## src/hdl/cmp_regs.vh

```
`ifndef CMP_REGS_VH
`define CMP_REGS_VH

// Register byte addresses
`define CMP_ADDR_SOFT_RESET    8'h00
`define CMP_ADDR_REC_MUTES     8'h14
`define CMP_ADDR_VOICE_VOL     8'h18
`define CMP_ADDR_OUT_MIX       8'h1c
`define CMP_ADDR_RSVD_WORD     8'h20
`define CMP_ADDR_MIC_CTRL      8'h22
`define CMP_ADDR_PWR_DOWN      8'h26
`define CMP_ADDR_MAIN_PORT     8'h34
`define CMP_ADDR_VOICE_PORT    8'h36
`define CMP_ADDR_PWR_EN_ONE    8'h3a
`define CMP_ADDR_PWR_EN_TWO    8'h3c

// Reset values
`define CMP_RST_REC_MUTES      16'h7f7f
`define CMP_RST_VOICE_VOL      16'he800
`define CMP_RST_OUT_MIX        16'h0000
`define CMP_RST_RSVD_WORD      16'h0000
`define CMP_RST_MIC_CTRL       16'h0000
`define CMP_RST_PWR_DOWN       16'hef00
`define CMP_RST_MAIN_PORT      16'h0000
`define CMP_RST_VOICE_PORT     16'h0000
`define CMP_RST_PWR_EN_ONE     16'h0000
`define CMP_RST_PWR_EN_TWO     16'h0000

// Writable bit masks
`define CMP_WM_REC_MUTES       16'h7f7f
`define CMP_WM_VOICE_VOL       16'hff00
`define CMP_WM_OUT_MIX         16'hfbd0
`define CMP_WM_RSVD_WORD       16'hffff
`define CMP_WM_MIC_CTRL        16'h0f33
`define CMP_WM_PWR_DOWN        16'hff00
`define CMP_WM_MAIN_PORT       16'hdfcf
`define CMP_WM_VOICE_PORT      16'hc1cf
`define CMP_WM_PWR_EN_ONE      16'hffff
`define CMP_WM_PWR_EN_TWO      16'hffff

// Field positions
`define CMP_REC_L_MSB          14
`define CMP_REC_L_LSB          8
`define CMP_REC_R_MSB          6
`define CMP_REC_R_LSB          0
`define CMP_VOICE_HP_MUTE      15
`define CMP_VOICE_SPK_MUTE     14
`define CMP_VOICE_MONO_MUTE    13
`define CMP_VOICE_GAIN_MSB     12
`define CMP_VOICE_GAIN_LSB     8
`define CMP_SPK_L_SEL_MSB      15
`define CMP_SPK_L_SEL_LSB      14
`define CMP_AMP_CLASS_D        13
`define CMP_SPK_R_SEL_MSB      12
`define CMP_SPK_R_SEL_LSB      11
`define CMP_HP_L_SEL           9
`define CMP_HP_R_SEL           8
`define CMP_MONO_SEL_MSB       7
`define CMP_MONO_SEL_LSB       6
`define CMP_AB_R_FROM_L        4
`define CMP_MIC1_BOOST_MSB     11
`define CMP_MIC1_BOOST_LSB     10
`define CMP_MIC2_BOOST_MSB     9
`define CMP_MIC2_BOOST_LSB     8
`define CMP_MIC1_BIAS_V        5
`define CMP_MIC2_BIAS_V        4
`define CMP_BIAS_THR_MSB       1
`define CMP_BIAS_THR_LSB       0
`define CMP_PD_SPK             15
`define CMP_PD_LINE_OUT        14
`define CMP_PD_INT_CLK         13
`define CMP_PD_ANALOG_CORE     11
`define CMP_PD_MIXER           10
`define CMP_PD_DAC             9
`define CMP_PD_ADC             8
`define CMP_MAIN_SLAVE         15
`define CMP_MAIN_SEP_ADC_FS    14
`define CMP_MAIN_BCLK_INV      12
`define CMP_MAIN_SD_FROM_DIV   11
`define CMP_MAIN_SD_DIV_MSB    10
`define CMP_MAIN_SD_DIV_LSB    8
`define CMP_MAIN_LIN_FILT      7
`define CMP_PORT_MODE_BIT      6
`define CMP_PORT_LEN_MSB       3
`define CMP_PORT_LEN_LSB       2
`define CMP_PORT_FMT_MSB       1
`define CMP_PORT_FMT_LSB       0
`define CMP_VOICE_TAKEOVER     15
`define CMP_VOICE_SLAVE        14
`define CMP_VOICE_ADC_EN       8
`define CMP_VOICE_BCLK_INV     7
`define CMP_PWR_VOICE_DAC      10
`define CMP_PWR_DAC_L          9
`define CMP_PWR_DAC_R          8
`define CMP_PWR_ADC_L          7
`define CMP_PWR_ADC_R          6

// Format and divider codes
`define CMP_FMT_PCM            2'h3
`define CMP_SD_DIV_MAX         3'h5

`endif

```

## src/hdl/cmp_reg_bank.v

```verilog
// Operation
// - Left record mutes, seven bits, reset ones
// - Right record mutes, low seven, reset ones
// - Voice gain code five bits, reset 08h
// - Three voice feed mutes, default E800h
// - Speaker volume input two-bit selectors
// - Class AB/D select, AB right source
// - Mono selector and headphone input selects
// - Mic boost fields two bits each
// - Bias threshold 600, 1200, 1800 uA
// - Seven power-down requests, default EF00h
// - Power-down requests gate listed units
// - Ready status; DAC/ADC ready inverse requests
// - Port role bit: zero master, one slave
// - Separate ADC frame clock when rates differ
// - Bit clock polarity inverts when set
// - Sigma-delta clock source and divider
// - Mode bit: PCM A/B or frame invert; main port frame invert only without separate ADC frame clock
// - Sample length 16, 20, 24, 32
// - Format I2S, right, left, PCM
// - Voice enable takes over four pins
// - Voice ADC enable routes right ADC
// - Voice power gates voice clock, filters
// - Odd address reads return zero
// - Write to address zero restores defaults
`timescale 1ns/1ps
`include "cmp_regs.vh"

module cmp_reg_bank (
	// Clock and reset
	input  wire        clk_in,
	input  wire        rst_n_in,
	// Register access port
	input  wire [7:0]  reg_addr_in,
	input  wire [15:0] reg_wdata_in,
	input  wire        reg_wr_in,
	input  wire        reg_rd_in,
	output wire [15:0] reg_rdata_out,
	output wire        reg_rvalid_out,
	// Analog readiness
	input  wire        vref_ready_in,
	input  wire        mixer_ready_in,
	// Record mixer and voice routing
	output wire [6:0]  rec_left_mute_out,
	output wire [6:0]  rec_right_mute_out,
	output wire [4:0]  voice_gain_code_out,
	output wire        voice_hp_mute_out,
	output wire        voice_spk_mute_out,
	output wire        voice_mono_mute_out,
	// Output mixer selection
	output wire [1:0]  speaker_left_gain_stage_sel_out,
	output wire [1:0]  speaker_right_gain_stage_sel_out,
	output wire        amp_class_select_out,
	output wire        amp_right_from_left_out,
	output wire        hp_left_from_mixer_out,
	output wire        hp_right_from_mixer_out,
	output wire [1:0]  mono_in_sel_out,
	// Microphone control
	output wire [1:0]  first_mic_preamp_gain_out,
	output wire [1:0]  second_mic_preamp_gain_out,
	output wire        first_mic_supply_low_out,
	output wire        second_mic_supply_low_out,
	output wire [1:0]  bias_threshold_level_out,
	// Unit power-down gates
	output wire        adc_pd_out,
	output wire        dac_pd_out,
	output wire        mixer_pd_out,
	output wire        vref_pd_out,
	output wire        int_clk_pd_out,
	output wire        hp_out_pd_out,
	output wire        mono_out_pd_out,
	output wire        spk_out_pd_out,
	// Main serial port
	output wire        main_slave_out,
	output wire        main_sep_adc_fs_out,
	output wire        main_bclk_inv_out,
	output wire        main_sd_from_div_out,
	output wire [2:0]  main_sd_div_log2_out,
	output wire        main_sd_div_valid_out,
	output wire        main_lin_filter_out,
	output wire        main_pcm_mode_b_out,
	output wire        main_frame_inv_out,
	output wire [1:0]  main_len_code_out,
	output wire [1:0]  main_fmt_code_out,
	// Voice serial port
	output wire        voice_port_pin_takeover_out,
	output wire        voice_slave_out,
	output wire        voice_adc_en_out,
	output wire        voice_bclk_inv_out,
	output wire        voice_pcm_mode_b_out,
	output wire        voice_frame_inv_out,
	output wire [1:0]  voice_len_code_out,
	output wire [1:0]  voice_fmt_code_out,
	// Power enables and clock gates
	output wire [15:0] pwr_en_one_out,
	output wire [15:0] pwr_en_two_out,
	output wire        voice_clk_en_out,
	output wire        voice_port_active_out,
	output wire        dac_l_clk_en_out,
	output wire        dac_r_clk_en_out,
	output wire        adc_l_clk_en_out,
	output wire        adc_r_clk_en_out
);

	reg  [15:0] rec_mutes_r;
	reg  [15:0] voice_vol_r;
	reg  [15:0] out_mix_r;
	reg  [15:0] rsvd_word_r;
	reg  [15:0] mic_ctrl_r;
	reg  [15:0] pwr_down_r;
	reg  [15:0] main_port_r;
	reg  [15:0] voice_port_r;
	reg  [15:0] pwr_en_one_r;
	reg  [15:0] pwr_en_two_r;
	reg  [15:0] rdata_r;
	reg  [15:0] rdata_nxt;
	reg         rvalid_r;
	wire [3:0]  pd_status;

	// Masked merge of a write into a stored word
	function [15:0] merge;
		input [15:0] old_val;
		input [15:0] new_val;
		input [15:0] mask;
		begin
			merge = (old_val & ~mask) | (new_val & mask);
		end
	endfunction

	// Frame inversion applies only outside PCM format
	function frame_inv;
		input       mode_bit;
		input [1:0] fmt;
		begin
			frame_inv = mode_bit & (fmt != `CMP_FMT_PCM);
		end
	endfunction

	// threshold level decode
	// 0: 600uA, 1: 1200uA, 2: 1800uA
	function [1:0] thr_level;
		input [1:0] code;
		begin
			thr_level = code[1] ? 2'h2 : {1'b0, code[0]};
		end
	endfunction

	wire write_hit = reg_wr_in;

	always @(posedge clk_in or negedge rst_n_in) begin
		if (!rst_n_in) begin
			rec_mutes_r  <= `CMP_RST_REC_MUTES;
			voice_vol_r  <= `CMP_RST_VOICE_VOL;
			out_mix_r    <= `CMP_RST_OUT_MIX;
			rsvd_word_r  <= `CMP_RST_RSVD_WORD;
			mic_ctrl_r   <= `CMP_RST_MIC_CTRL;
			pwr_down_r   <= `CMP_RST_PWR_DOWN;
			main_port_r  <= `CMP_RST_MAIN_PORT;
			voice_port_r <= `CMP_RST_VOICE_PORT;
			pwr_en_one_r <= `CMP_RST_PWR_EN_ONE;
			pwr_en_two_r <= `CMP_RST_PWR_EN_TWO;
		end else if (write_hit) begin
			case (reg_addr_in)
				`CMP_ADDR_SOFT_RESET: begin
					rec_mutes_r  <= `CMP_RST_REC_MUTES;
					voice_vol_r  <= `CMP_RST_VOICE_VOL;
					out_mix_r    <= `CMP_RST_OUT_MIX;
					rsvd_word_r  <= `CMP_RST_RSVD_WORD;
					mic_ctrl_r   <= `CMP_RST_MIC_CTRL;
					pwr_down_r   <= `CMP_RST_PWR_DOWN;
					main_port_r  <= `CMP_RST_MAIN_PORT;
					voice_port_r <= `CMP_RST_VOICE_PORT;
					pwr_en_one_r <= `CMP_RST_PWR_EN_ONE;
					pwr_en_two_r <= `CMP_RST_PWR_EN_TWO;
				end
				`CMP_ADDR_REC_MUTES: begin
					rec_mutes_r <= merge(rec_mutes_r, reg_wdata_in, `CMP_WM_REC_MUTES);
				end
				`CMP_ADDR_VOICE_VOL: begin
					voice_vol_r <= merge(voice_vol_r, reg_wdata_in, `CMP_WM_VOICE_VOL);
				end
				`CMP_ADDR_OUT_MIX: begin
					out_mix_r <= merge(out_mix_r, reg_wdata_in, `CMP_WM_OUT_MIX);
				end
				`CMP_ADDR_RSVD_WORD: begin
					rsvd_word_r <= merge(rsvd_word_r, reg_wdata_in, `CMP_WM_RSVD_WORD);
				end
				`CMP_ADDR_MIC_CTRL: begin
					mic_ctrl_r <= merge(mic_ctrl_r, reg_wdata_in, `CMP_WM_MIC_CTRL);
				end
				`CMP_ADDR_PWR_DOWN: begin
					pwr_down_r <= merge(pwr_down_r, reg_wdata_in, `CMP_WM_PWR_DOWN);
				end
				`CMP_ADDR_MAIN_PORT: begin
					main_port_r <= merge(main_port_r, reg_wdata_in, `CMP_WM_MAIN_PORT);
				end
				`CMP_ADDR_VOICE_PORT: begin
					voice_port_r <= merge(voice_port_r, reg_wdata_in, `CMP_WM_VOICE_PORT);
				end
				`CMP_ADDR_PWR_EN_ONE: begin
					pwr_en_one_r <= merge(pwr_en_one_r, reg_wdata_in, `CMP_WM_PWR_EN_ONE);
				end
				`CMP_ADDR_PWR_EN_TWO: begin
					pwr_en_two_r <= merge(pwr_en_two_r, reg_wdata_in, `CMP_WM_PWR_EN_TWO);
				end
				default: begin
					rec_mutes_r <= rec_mutes_r;
				end
			endcase
		end
	end

	assign pd_status = {vref_ready_in, mixer_ready_in,
	                    ~pwr_down_r[`CMP_PD_DAC], ~pwr_down_r[`CMP_PD_ADC]};

	always @* begin
		rdata_nxt = 16'h0000;
		if (!reg_addr_in[0]) begin
			case (reg_addr_in)
				`CMP_ADDR_REC_MUTES:  rdata_nxt = rec_mutes_r & `CMP_WM_REC_MUTES;
				`CMP_ADDR_VOICE_VOL:  rdata_nxt = voice_vol_r & `CMP_WM_VOICE_VOL;
				`CMP_ADDR_OUT_MIX:    rdata_nxt = out_mix_r & `CMP_WM_OUT_MIX;
				`CMP_ADDR_RSVD_WORD:  rdata_nxt = rsvd_word_r;
				`CMP_ADDR_MIC_CTRL:   rdata_nxt = mic_ctrl_r & `CMP_WM_MIC_CTRL;
				`CMP_ADDR_PWR_DOWN:   rdata_nxt = (pwr_down_r & `CMP_WM_PWR_DOWN) | {12'h000, pd_status};
				`CMP_ADDR_MAIN_PORT:  rdata_nxt = main_port_r & `CMP_WM_MAIN_PORT;
				`CMP_ADDR_VOICE_PORT: rdata_nxt = voice_port_r & `CMP_WM_VOICE_PORT;
				`CMP_ADDR_PWR_EN_ONE: rdata_nxt = pwr_en_one_r;
				`CMP_ADDR_PWR_EN_TWO: rdata_nxt = pwr_en_two_r;
				default:              rdata_nxt = 16'h0000;
			endcase
		end
	end

	always @(posedge clk_in or negedge rst_n_in) begin
		if (!rst_n_in) begin
			rdata_r  <= 16'h0000;
			rvalid_r <= 1'b0;
		end else begin
			rvalid_r <= reg_rd_in;
			if (reg_rd_in) begin
				rdata_r <= rdata_nxt;
			end
		end
	end

	assign reg_rdata_out  = rdata_r;
	assign reg_rvalid_out = rvalid_r;

	assign rec_left_mute_out  = rec_mutes_r[`CMP_REC_L_MSB:`CMP_REC_L_LSB];
	assign rec_right_mute_out = rec_mutes_r[`CMP_REC_R_MSB:`CMP_REC_R_LSB];
	assign voice_gain_code_out = voice_vol_r[`CMP_VOICE_GAIN_MSB:`CMP_VOICE_GAIN_LSB];
	assign voice_hp_mute_out   = voice_vol_r[`CMP_VOICE_HP_MUTE];
	assign voice_spk_mute_out  = voice_vol_r[`CMP_VOICE_SPK_MUTE];
	assign voice_mono_mute_out = voice_vol_r[`CMP_VOICE_MONO_MUTE];

	assign speaker_left_gain_stage_sel_out  = out_mix_r[`CMP_SPK_L_SEL_MSB:`CMP_SPK_L_SEL_LSB];
	assign speaker_right_gain_stage_sel_out = out_mix_r[`CMP_SPK_R_SEL_MSB:`CMP_SPK_R_SEL_LSB];
	assign amp_class_select_out    = out_mix_r[`CMP_AMP_CLASS_D];
	assign amp_right_from_left_out = ~out_mix_r[`CMP_AMP_CLASS_D] & out_mix_r[`CMP_AB_R_FROM_L];
	assign hp_left_from_mixer_out  = out_mix_r[`CMP_HP_L_SEL];
	assign hp_right_from_mixer_out = out_mix_r[`CMP_HP_R_SEL];
	assign mono_in_sel_out         = out_mix_r[`CMP_MONO_SEL_MSB:`CMP_MONO_SEL_LSB];

	assign first_mic_preamp_gain_out  = mic_ctrl_r[`CMP_MIC1_BOOST_MSB:`CMP_MIC1_BOOST_LSB];
	assign second_mic_preamp_gain_out = mic_ctrl_r[`CMP_MIC2_BOOST_MSB:`CMP_MIC2_BOOST_LSB];
	assign first_mic_supply_low_out   = mic_ctrl_r[`CMP_MIC1_BIAS_V];
	assign second_mic_supply_low_out  = mic_ctrl_r[`CMP_MIC2_BIAS_V];
	assign bias_threshold_level_out = thr_level(mic_ctrl_r[`CMP_BIAS_THR_MSB:`CMP_BIAS_THR_LSB]);

	wire analog_core_off_req   = pwr_down_r[`CMP_PD_ANALOG_CORE];
	wire internal_clock_off_req = pwr_down_r[`CMP_PD_INT_CLK];
	wire mixer_off_req         = pwr_down_r[`CMP_PD_MIXER];
	wire line_outputs_off_req  = pwr_down_r[`CMP_PD_LINE_OUT];
	wire dac_off_req           = pwr_down_r[`CMP_PD_DAC];
	wire adc_off_req           = pwr_down_r[`CMP_PD_ADC];
	assign adc_pd_out      = adc_off_req | analog_core_off_req | internal_clock_off_req;
	assign dac_pd_out      = dac_off_req | analog_core_off_req | internal_clock_off_req;
	assign mixer_pd_out    = mixer_off_req | analog_core_off_req;
	assign vref_pd_out     = analog_core_off_req;
	assign int_clk_pd_out  = internal_clock_off_req;
	assign hp_out_pd_out   = mixer_off_req | analog_core_off_req | line_outputs_off_req;
	assign mono_out_pd_out = line_outputs_off_req;
	assign spk_out_pd_out  = pwr_down_r[`CMP_PD_SPK];

	assign main_slave_out       = main_port_r[`CMP_MAIN_SLAVE];
	assign main_sep_adc_fs_out  = main_port_r[`CMP_MAIN_SEP_ADC_FS];
	assign main_bclk_inv_out    = main_port_r[`CMP_MAIN_BCLK_INV];
	assign main_sd_from_div_out  = main_port_r[`CMP_MAIN_SD_FROM_DIV];
	assign main_sd_div_log2_out  = main_port_r[`CMP_MAIN_SD_DIV_MSB:`CMP_MAIN_SD_DIV_LSB] + 3'h1;
	assign main_sd_div_valid_out = main_port_r[`CMP_MAIN_SD_DIV_MSB:`CMP_MAIN_SD_DIV_LSB] <= `CMP_SD_DIV_MAX;
	assign main_lin_filter_out   = main_port_r[`CMP_MAIN_LIN_FILT];
	assign main_pcm_mode_b_out = main_port_r[`CMP_PORT_MODE_BIT] &
	                             (main_port_r[`CMP_PORT_FMT_MSB:`CMP_PORT_FMT_LSB] == `CMP_FMT_PCM);
	assign main_frame_inv_out  = frame_inv(main_port_r[`CMP_PORT_MODE_BIT],
	                                       main_port_r[`CMP_PORT_FMT_MSB:`CMP_PORT_FMT_LSB]) &
	                             ~main_port_r[`CMP_MAIN_SEP_ADC_FS];
	assign main_len_code_out = main_port_r[`CMP_PORT_LEN_MSB:`CMP_PORT_LEN_LSB];
	assign main_fmt_code_out = main_port_r[`CMP_PORT_FMT_MSB:`CMP_PORT_FMT_LSB];

	assign voice_port_pin_takeover_out = voice_port_r[`CMP_VOICE_TAKEOVER];
	assign voice_slave_out    = voice_port_r[`CMP_VOICE_SLAVE];
	assign voice_adc_en_out   = voice_port_r[`CMP_VOICE_ADC_EN];
	assign voice_bclk_inv_out = voice_port_r[`CMP_VOICE_BCLK_INV];
	assign voice_pcm_mode_b_out = voice_port_r[`CMP_PORT_MODE_BIT] &
	                              (voice_port_r[`CMP_PORT_FMT_MSB:`CMP_PORT_FMT_LSB] == `CMP_FMT_PCM);
	assign voice_frame_inv_out  = frame_inv(voice_port_r[`CMP_PORT_MODE_BIT],
	                                        voice_port_r[`CMP_PORT_FMT_MSB:`CMP_PORT_FMT_LSB]);
	assign voice_len_code_out = voice_port_r[`CMP_PORT_LEN_MSB:`CMP_PORT_LEN_LSB];
	assign voice_fmt_code_out = voice_port_r[`CMP_PORT_FMT_MSB:`CMP_PORT_FMT_LSB];

	assign pwr_en_one_out = pwr_en_one_r;
	assign pwr_en_two_out = pwr_en_two_r;
	assign voice_clk_en_out      = pwr_en_two_r[`CMP_PWR_VOICE_DAC];
	assign voice_port_active_out = pwr_en_two_r[`CMP_PWR_VOICE_DAC] & voice_port_r[`CMP_VOICE_TAKEOVER];
	assign dac_l_clk_en_out      = pwr_en_two_r[`CMP_PWR_DAC_L];
	assign dac_r_clk_en_out      = pwr_en_two_r[`CMP_PWR_DAC_R];
	assign adc_l_clk_en_out      = pwr_en_two_r[`CMP_PWR_ADC_L];
	assign adc_r_clk_en_out      = pwr_en_two_r[`CMP_PWR_ADC_R];

endmodule

```

## config.mk

```make
export PLATFORM = sky130hd
export DESIGN_NAME = cmp_reg_bank
export DESIGN_NICKNAME = d
export VERILOG_FILES = /design/src/hdl/cmp_reg_bank.v
export VERILOG_INCLUDE_DIRS = /design/src /design/src/hdl
export SDC_FILE = /design/constraint.sdc
export NUM_CORES = 1
export LEC_CHECK = 0
export BUFFER_PORTS_ARGS = -buffer_cell sky130_fd_sc_hd__buf_2
export CORE_ASPECT_RATIO = 1.2
export CORE_MARGIN = 4
export CORE_UTILIZATION = 50
export DETAILED_ROUTE_END_ITERATION = 12
export GPL_TIMING_DRIVEN = 0
export PLACE_DENSITY = 0.8
export RECOVER_POWER = 100
export SLEW_MARGIN = 20
export SYNTH_ARGS = -nofsm -noshare
export SYNTH_HDL_FRONTEND = slang
export SYNTH_SLANG_ARGS = --single-unit
```

## constraint.sdc

```tcl
create_clock -name clk_in -period 2.1 [get_ports clk_in]
set_input_delay 0.42 -clock clk_in [delete_from_list [all_inputs] [get_ports clk_in]]
set_output_delay 0.42 -clock clk_in [all_outputs]
set_load 0.05 [all_outputs]
```

### Yosys cells after proc, flatten, opt, wreduce, memory -nomap -nowiden

Index checks and enable logic that the tools add are counted.

* output and inout port bits: 128
* register bits: 177
* word-level logic and storage cells: 87

* mux-type cells: 13
* reductions and logical operators: 21
* equal/unequal tests: 14
* add/subtract/negate cells: 1
* bitwise logic cells: 25
* magnitude comparators: 1

Operators by type and width (count)
* $pmux W16 S2: 10
* $pmux W16 S10: 1
* $eq A8 B6 Y1 const B: 7
* $or A14 B16 Y16: 2
* $or A8 B16 Y16: 2
* $eq A8 B5 Y1 const B: 3
* $reduce_and A2 Y1: 10
* $reduce_bool A2 Y1: 10
* $mux W16: 1
* $or A11 B16 Y16: 1
* $or A16 B12 Y16: 1
* $or A16 B15 Y16: 1
* $or A16 B4 Y16: 1
* $logic_not A8 Y1: 1
* $and A1 B1 Y1: 7
* $or A1 B1 Y1: 6
* $eq A2 B2 Y1 const B: 2
* $ne A2 B2 Y1 const B: 2
* $not A1 Y1: 4
* $add A3 B1 Y3 const B: 1
* $le A3 B3 Y1 const B: 1
* $mux W2: 1

### Longest topological paths before layout

* depth after elaboration: 4
* depth in mapped cells: 8
* gate-level depth less buffers: 5

### Worst setup path after synthesis

Ideal clock, no wire load.

* kind: register to output
* start: reg main_port_r[14]
* end: out main_frame_inv_out
* arrival time: 1838 ps
* required time: 1680 ps
* path slack: -158 ps
* stages on the path, launching flop included: 2
* buffers on the path: 0
* cells stage by stage: dfrtp_1 > a211oi_1

* cells in the longest elaborated chain, start to end: 2

RTL lines
* start, declared: RTL line cmp_reg_bank.v:111 `reg [15:0] main_port_r;`
* start signal, assigned: RTL line cmp_reg_bank.v:158 `` main_port_r <= `CMP_RST_MAIN_PORT; ``
* start signal, assigned: RTL line cmp_reg_bank.v:171 `` main_port_r <= `CMP_RST_MAIN_PORT; ``
* start signal, assigned: RTL line cmp_reg_bank.v:195 `` main_port_r <= merge(main_port_r, reg_wdata_in, `CMP_WM_MAIN_PORT); ``
* $not A1 Y1: RTL line cmp_reg_bank.v:297 `` ~main_port_r[`CMP_MAIN_SEP_ADC_FS]; ``
* $and A1 B1 Y1: RTL line cmp_reg_bank.v:295 `` assign main_frame_inv_out = frame_inv(main_port_r[`CMP_PORT_MODE_BIT], ``
* end, declared: RTL line cmp_reg_bank.v:82 `output wire main_frame_inv_out,`

Every way passes these cells.

### Worst setup path in the final report

* start: in reg_addr_in[3]
* end: reg rdata_r[8], in the netlist reg_rdata_out[8]

* cells in the longest elaborated chain, start to end: 3
* elaborated cells on any way between the ends: 12
* those cells by class: eq/ne (10); mux (2)

RTL lines
* start, declared: RTL line cmp_reg_bank.v:34 `input wire [7:0] reg_addr_in,`
* $eq A8 B6 Y1 (tied with other cells): RTL line cmp_reg_bank.v:219 `case (reg_addr_in)`
* $pmux W16 S10 (*): RTL line cmp_reg_bank.v:219
* $mux W16 (*): RTL line cmp_reg_bank.v:218 `if (!reg_addr_in[0]) begin`
* end signal, assigned: RTL line cmp_reg_bank.v:242 `rdata_r <= rdata_nxt;`
* end, declared: RTL line cmp_reg_bank.v:115 `reg [15:0] rdata_r;`

Every way passes the cells marked *; elsewhere a longest branch is shown, timed or not.
A chain may end at the register's enable or synchronous reset.

==> out/summary.txt <==
Overall routing resource usage -> 31.9%
Clock Latency Late Sink -> 0.42 ns
Req. time, crit path -> 2.38 ns
Remaining global-route overflow -> 0
Crit. End Element -> flop
Fill count -> 1103
CP max FO -> 10
Synth Net Count -> 581
Crit-path slowest cell -> a2111oi_1
Initial antenna violation count -> 0
Clock transition at the registers of the reported paths -> 0.06 ns
Fin cells -> 900
CTS root buf -> clkbuf_16
Hold crit path type -> in2reg
Final Hold Fails -> 0
Max frequency -> 491 MHz
Number of synthesized flops with an enable pin -> 0
Clock sink count -> 135
Crit-path cells -> buf_2, clkbuf_1, nor2b_1, a22oi_1, o22ai_1, a2111oi_1, o22ai_1
Top_reg_cell synth -> dfrtp_1
Met1 GRT Util -> 41.2%
Met2 GRT Util -> 50.2%
Setup crit start kind -> input port
Outcome -> complete, no violations
WL final -> 23100 um
Warnings from Yosys -> 0
Multi-input gate area -> 0.00253 mm^2
Synth Instances -> 549
RSZ-0062 raised after global routing -> true
Setup ws final -> 0.0630 ns
GR Util met3 -> 6.93%
Die footprint -> 0.0147 mm^2
Most frequent cells in the layout -> clkbuf_1 (128), dfrtp_1 (110), a22o_1 (100)
Fraction of registers with async set/reset -> 100%
Post-route DRC -> 0
DR pass1 iterations -> 5
H-tree level count -> 4
Setup Skew -> 0.00609 ns
Std-Cell Rows -> 45
Synth Cell Area -> 0.00643 mm^2
MaxCap Viol Count -> 0
Vias in the first global route -> 6034
CP Class -> in2reg
Iteration-0 DRC Markers -> 630
IO Port Bufs -> 148
Synthesized area per cell -> 11.7 um^2
Fin crit share -> 97.0%
Slew headroom -> 7.66%
Diodes inserted -> 0
Routability cong. -> 0.946
Peak VDD IR -> 0.000426 V
CP peak stage delay -> 0.52 ns
Via/cell ratio -> 6.47
Yosys reg bits -> 135
Final setup viols -> 0
Pins over their slew limit -> 0
Most common cell on crit path -> o22ai_1
Arrival time at the worst endpoint -> 2.32 ns
Hpwl dp -> 16300 um
Post-Place Cells -> 862
Synth-to-Final Area Change -> 23.0%
Tightest Pin Transition -> 1.39 ns
Starting Density -> 51.0%
Pwr Density -> 904 mW/mm^2
Die width -> 112 um
Synth cell types -> 61
Io pins -> 158
Clock buffer depth -> 2
LEAKAGE -> 0.00356 uW
ANT nets after route -> 0
Routed via count -> 5826
Core outline area -> 0.0126 mm^2
Largest net degree at the start of global routing -> 76
CTS tree -> done
Post-layout util -> 62.7%
Family with the most delay on the worst path -> compound AO/OA/AOI/OAI gates
DIE HEIGHT -> 132 um
Total CTS buffers -> 17
Pre-CTS setup slack -> -0.657 ns
Layout cells sized above 1 -> 23.0%
Final Critical Period -> 2.04 ns
Seq/Total Area, Yosys -> 53.0%
Worst Path Buf+Inv -> 2
First-pass GRT wire length -> 35900 um
Most Crowded Layer GR -> met2
Register area -> 0.00341 mm^2
Overall power -> 7140 uW
Fin nets -> 755
Routed len/inst -> 25.7 um
Commonest non-fill, non-tap cell in the layout -> clkbuf_1
-- synthesized netlist by cell type, types with 5 or more instances --
| cell | count | share of area [%] |
|---|---|---|
| dfrtp_1 | 110 | 43 |
| o22a_1 | 25 | 3.4 |
| and3_1 | 14 | 1.4 |
| nand2_1 | 10 | 0.58 |
| a22o_1 | 100 | 14 |
| buf_1 | 8 | 0.47 |
| nor2_1 | 12 | 0.70 |
| clkbuf_1 | 11 | 0.64 |
| nand3_1 | 10 | 0.78 |
| buf_4 | 27 | 3.2 |
| a22oi_1 | 15 | 1.8 |
| buf_2 | 25 | 1.9 |
| nor2b_1 | 5 | 0.49 |
| inv_1 | 21 | 1.2 |
| dfstp_2 | 25 | 10 |
| o22ai_1 | 17 | 1.7 |
| a21oi_1 | 9 | 0.70 |
| and2_1 | 8 | 0.78 |
| mux2_2 | 6 | 1.1 |
-- what timing repair did --
item / CTS / global route
hold buffers: 1 / 0
buffers inserted: 3 / 2
setup endpoints to repair: 28 / 39
pin swaps: 0 / 1
hold endpoints to repair: 44 / 0
gates resized for setup: 3 / 8
-- sequential cells by signal (all words and copies together), names as in the netlist --
name            cells
main_port_r        13
mic_ctrl_r          8
out_mix_r          10
pwr_down_r          8
pwr_en_one_out     16
pwr_en_two_out     16
rec_mutes_r        14
reg_rdata_out      16
reg_rvalid_out      1
rsvd_word_r        16
voice_port_r        9
voice_vol_r         8
-- path summary, 6_finish.rpt --
check                                             from                             to  slack (ns)  cells past startpoint
max                                     reg_addr_in[3]   reg_rdata_out[8]$_DFFE_PN0P_        0.06                      7
min                                          reg_rd_in       reg_rvalid_out$_DFF_PN0_        0.13                      1
max reg2reg                rec_mutes_r[14]$_DFFE_PN1P_  reg_rdata_out[14]$_DFFE_PN0P_        0.19                      5
min reg2reg                 rsvd_word_r[9]$_DFFE_PN0P_     rsvd_word_r[9]$_DFFE_PN0P_        0.50                      1
max in group asynchronous                     rst_n_in     rec_mutes_r[9]$_DFFE_PN1P_        0.21                      3
min in group asynchronous                     rst_n_in     rsvd_word_r[8]$_DFFE_PN0P_        0.87                      2
-- cell type report --
type / count / share of cell area [%]
timing repair buffer: 155 / 8.48
clock inverter: 8 / 1.23
inverter: 21 / 0.997
tap: 164 / 2.60
buffer: 74 / 5.51
sequential: 135 / 43.1
clock buffer: 24 / 6.09
multi-input combinational: 319 / 32.0
-- metal layers --
layer  part of all wire, %  vias to the layer above
li1                      -                     2455
met1                    38                     2935
met2                    48                      366
met3                   9.1                       70
met4                   4.6                        0
met5                     0                        -
-- metrics by stage --
stage / setup TNS (ns) / area [um^2] / hold WS [ns]
2_1_floorplan: 0 / 6430 / 0.124
3_3_place_gp: -164.18 / 7380 / 0.482
3_5_place_dp: -38.27 / 7420 / 0.385
4_1_cts: 0 / 8030 / 0.111
5_1_grt: -4.62 / 7910 / 0.131
6_report: 0 / 7910 / 0.129
-- cell families (layout without fill, tap and decap cells) --
| family | Yosys count | in the layout | share of synthesized area [%] |
|---|---|---|---|
| DFF | 135 | 135 | 53.0 |
| adders and majority gates | 2 | 2 | 0.389 |
| and+or+nand+nor | 101 | 101 | 10.3 |
| AOI/OAI and AO/OA | 208 | 208 | 27.0 |
| muxes | 7 | 7 | 1.21 |
| buffers and inverters | 95 | 282 | 7.86 |
| xor gates and xnor gates | 1 | 1 | 0.136 |
-- where the power goes --
| group | internal, uW | switching (uW) | total (uW) |
|---|---|---|---|
| logic | 286 | 913 | 1200 |
| clock network | 1830 | 1120 | 2960 |
| registers | 2820 | 172 | 2990 |
| total | 4940 | 2210 | 7140 |
Note: power is estimated with default switching activity, not from simulation.
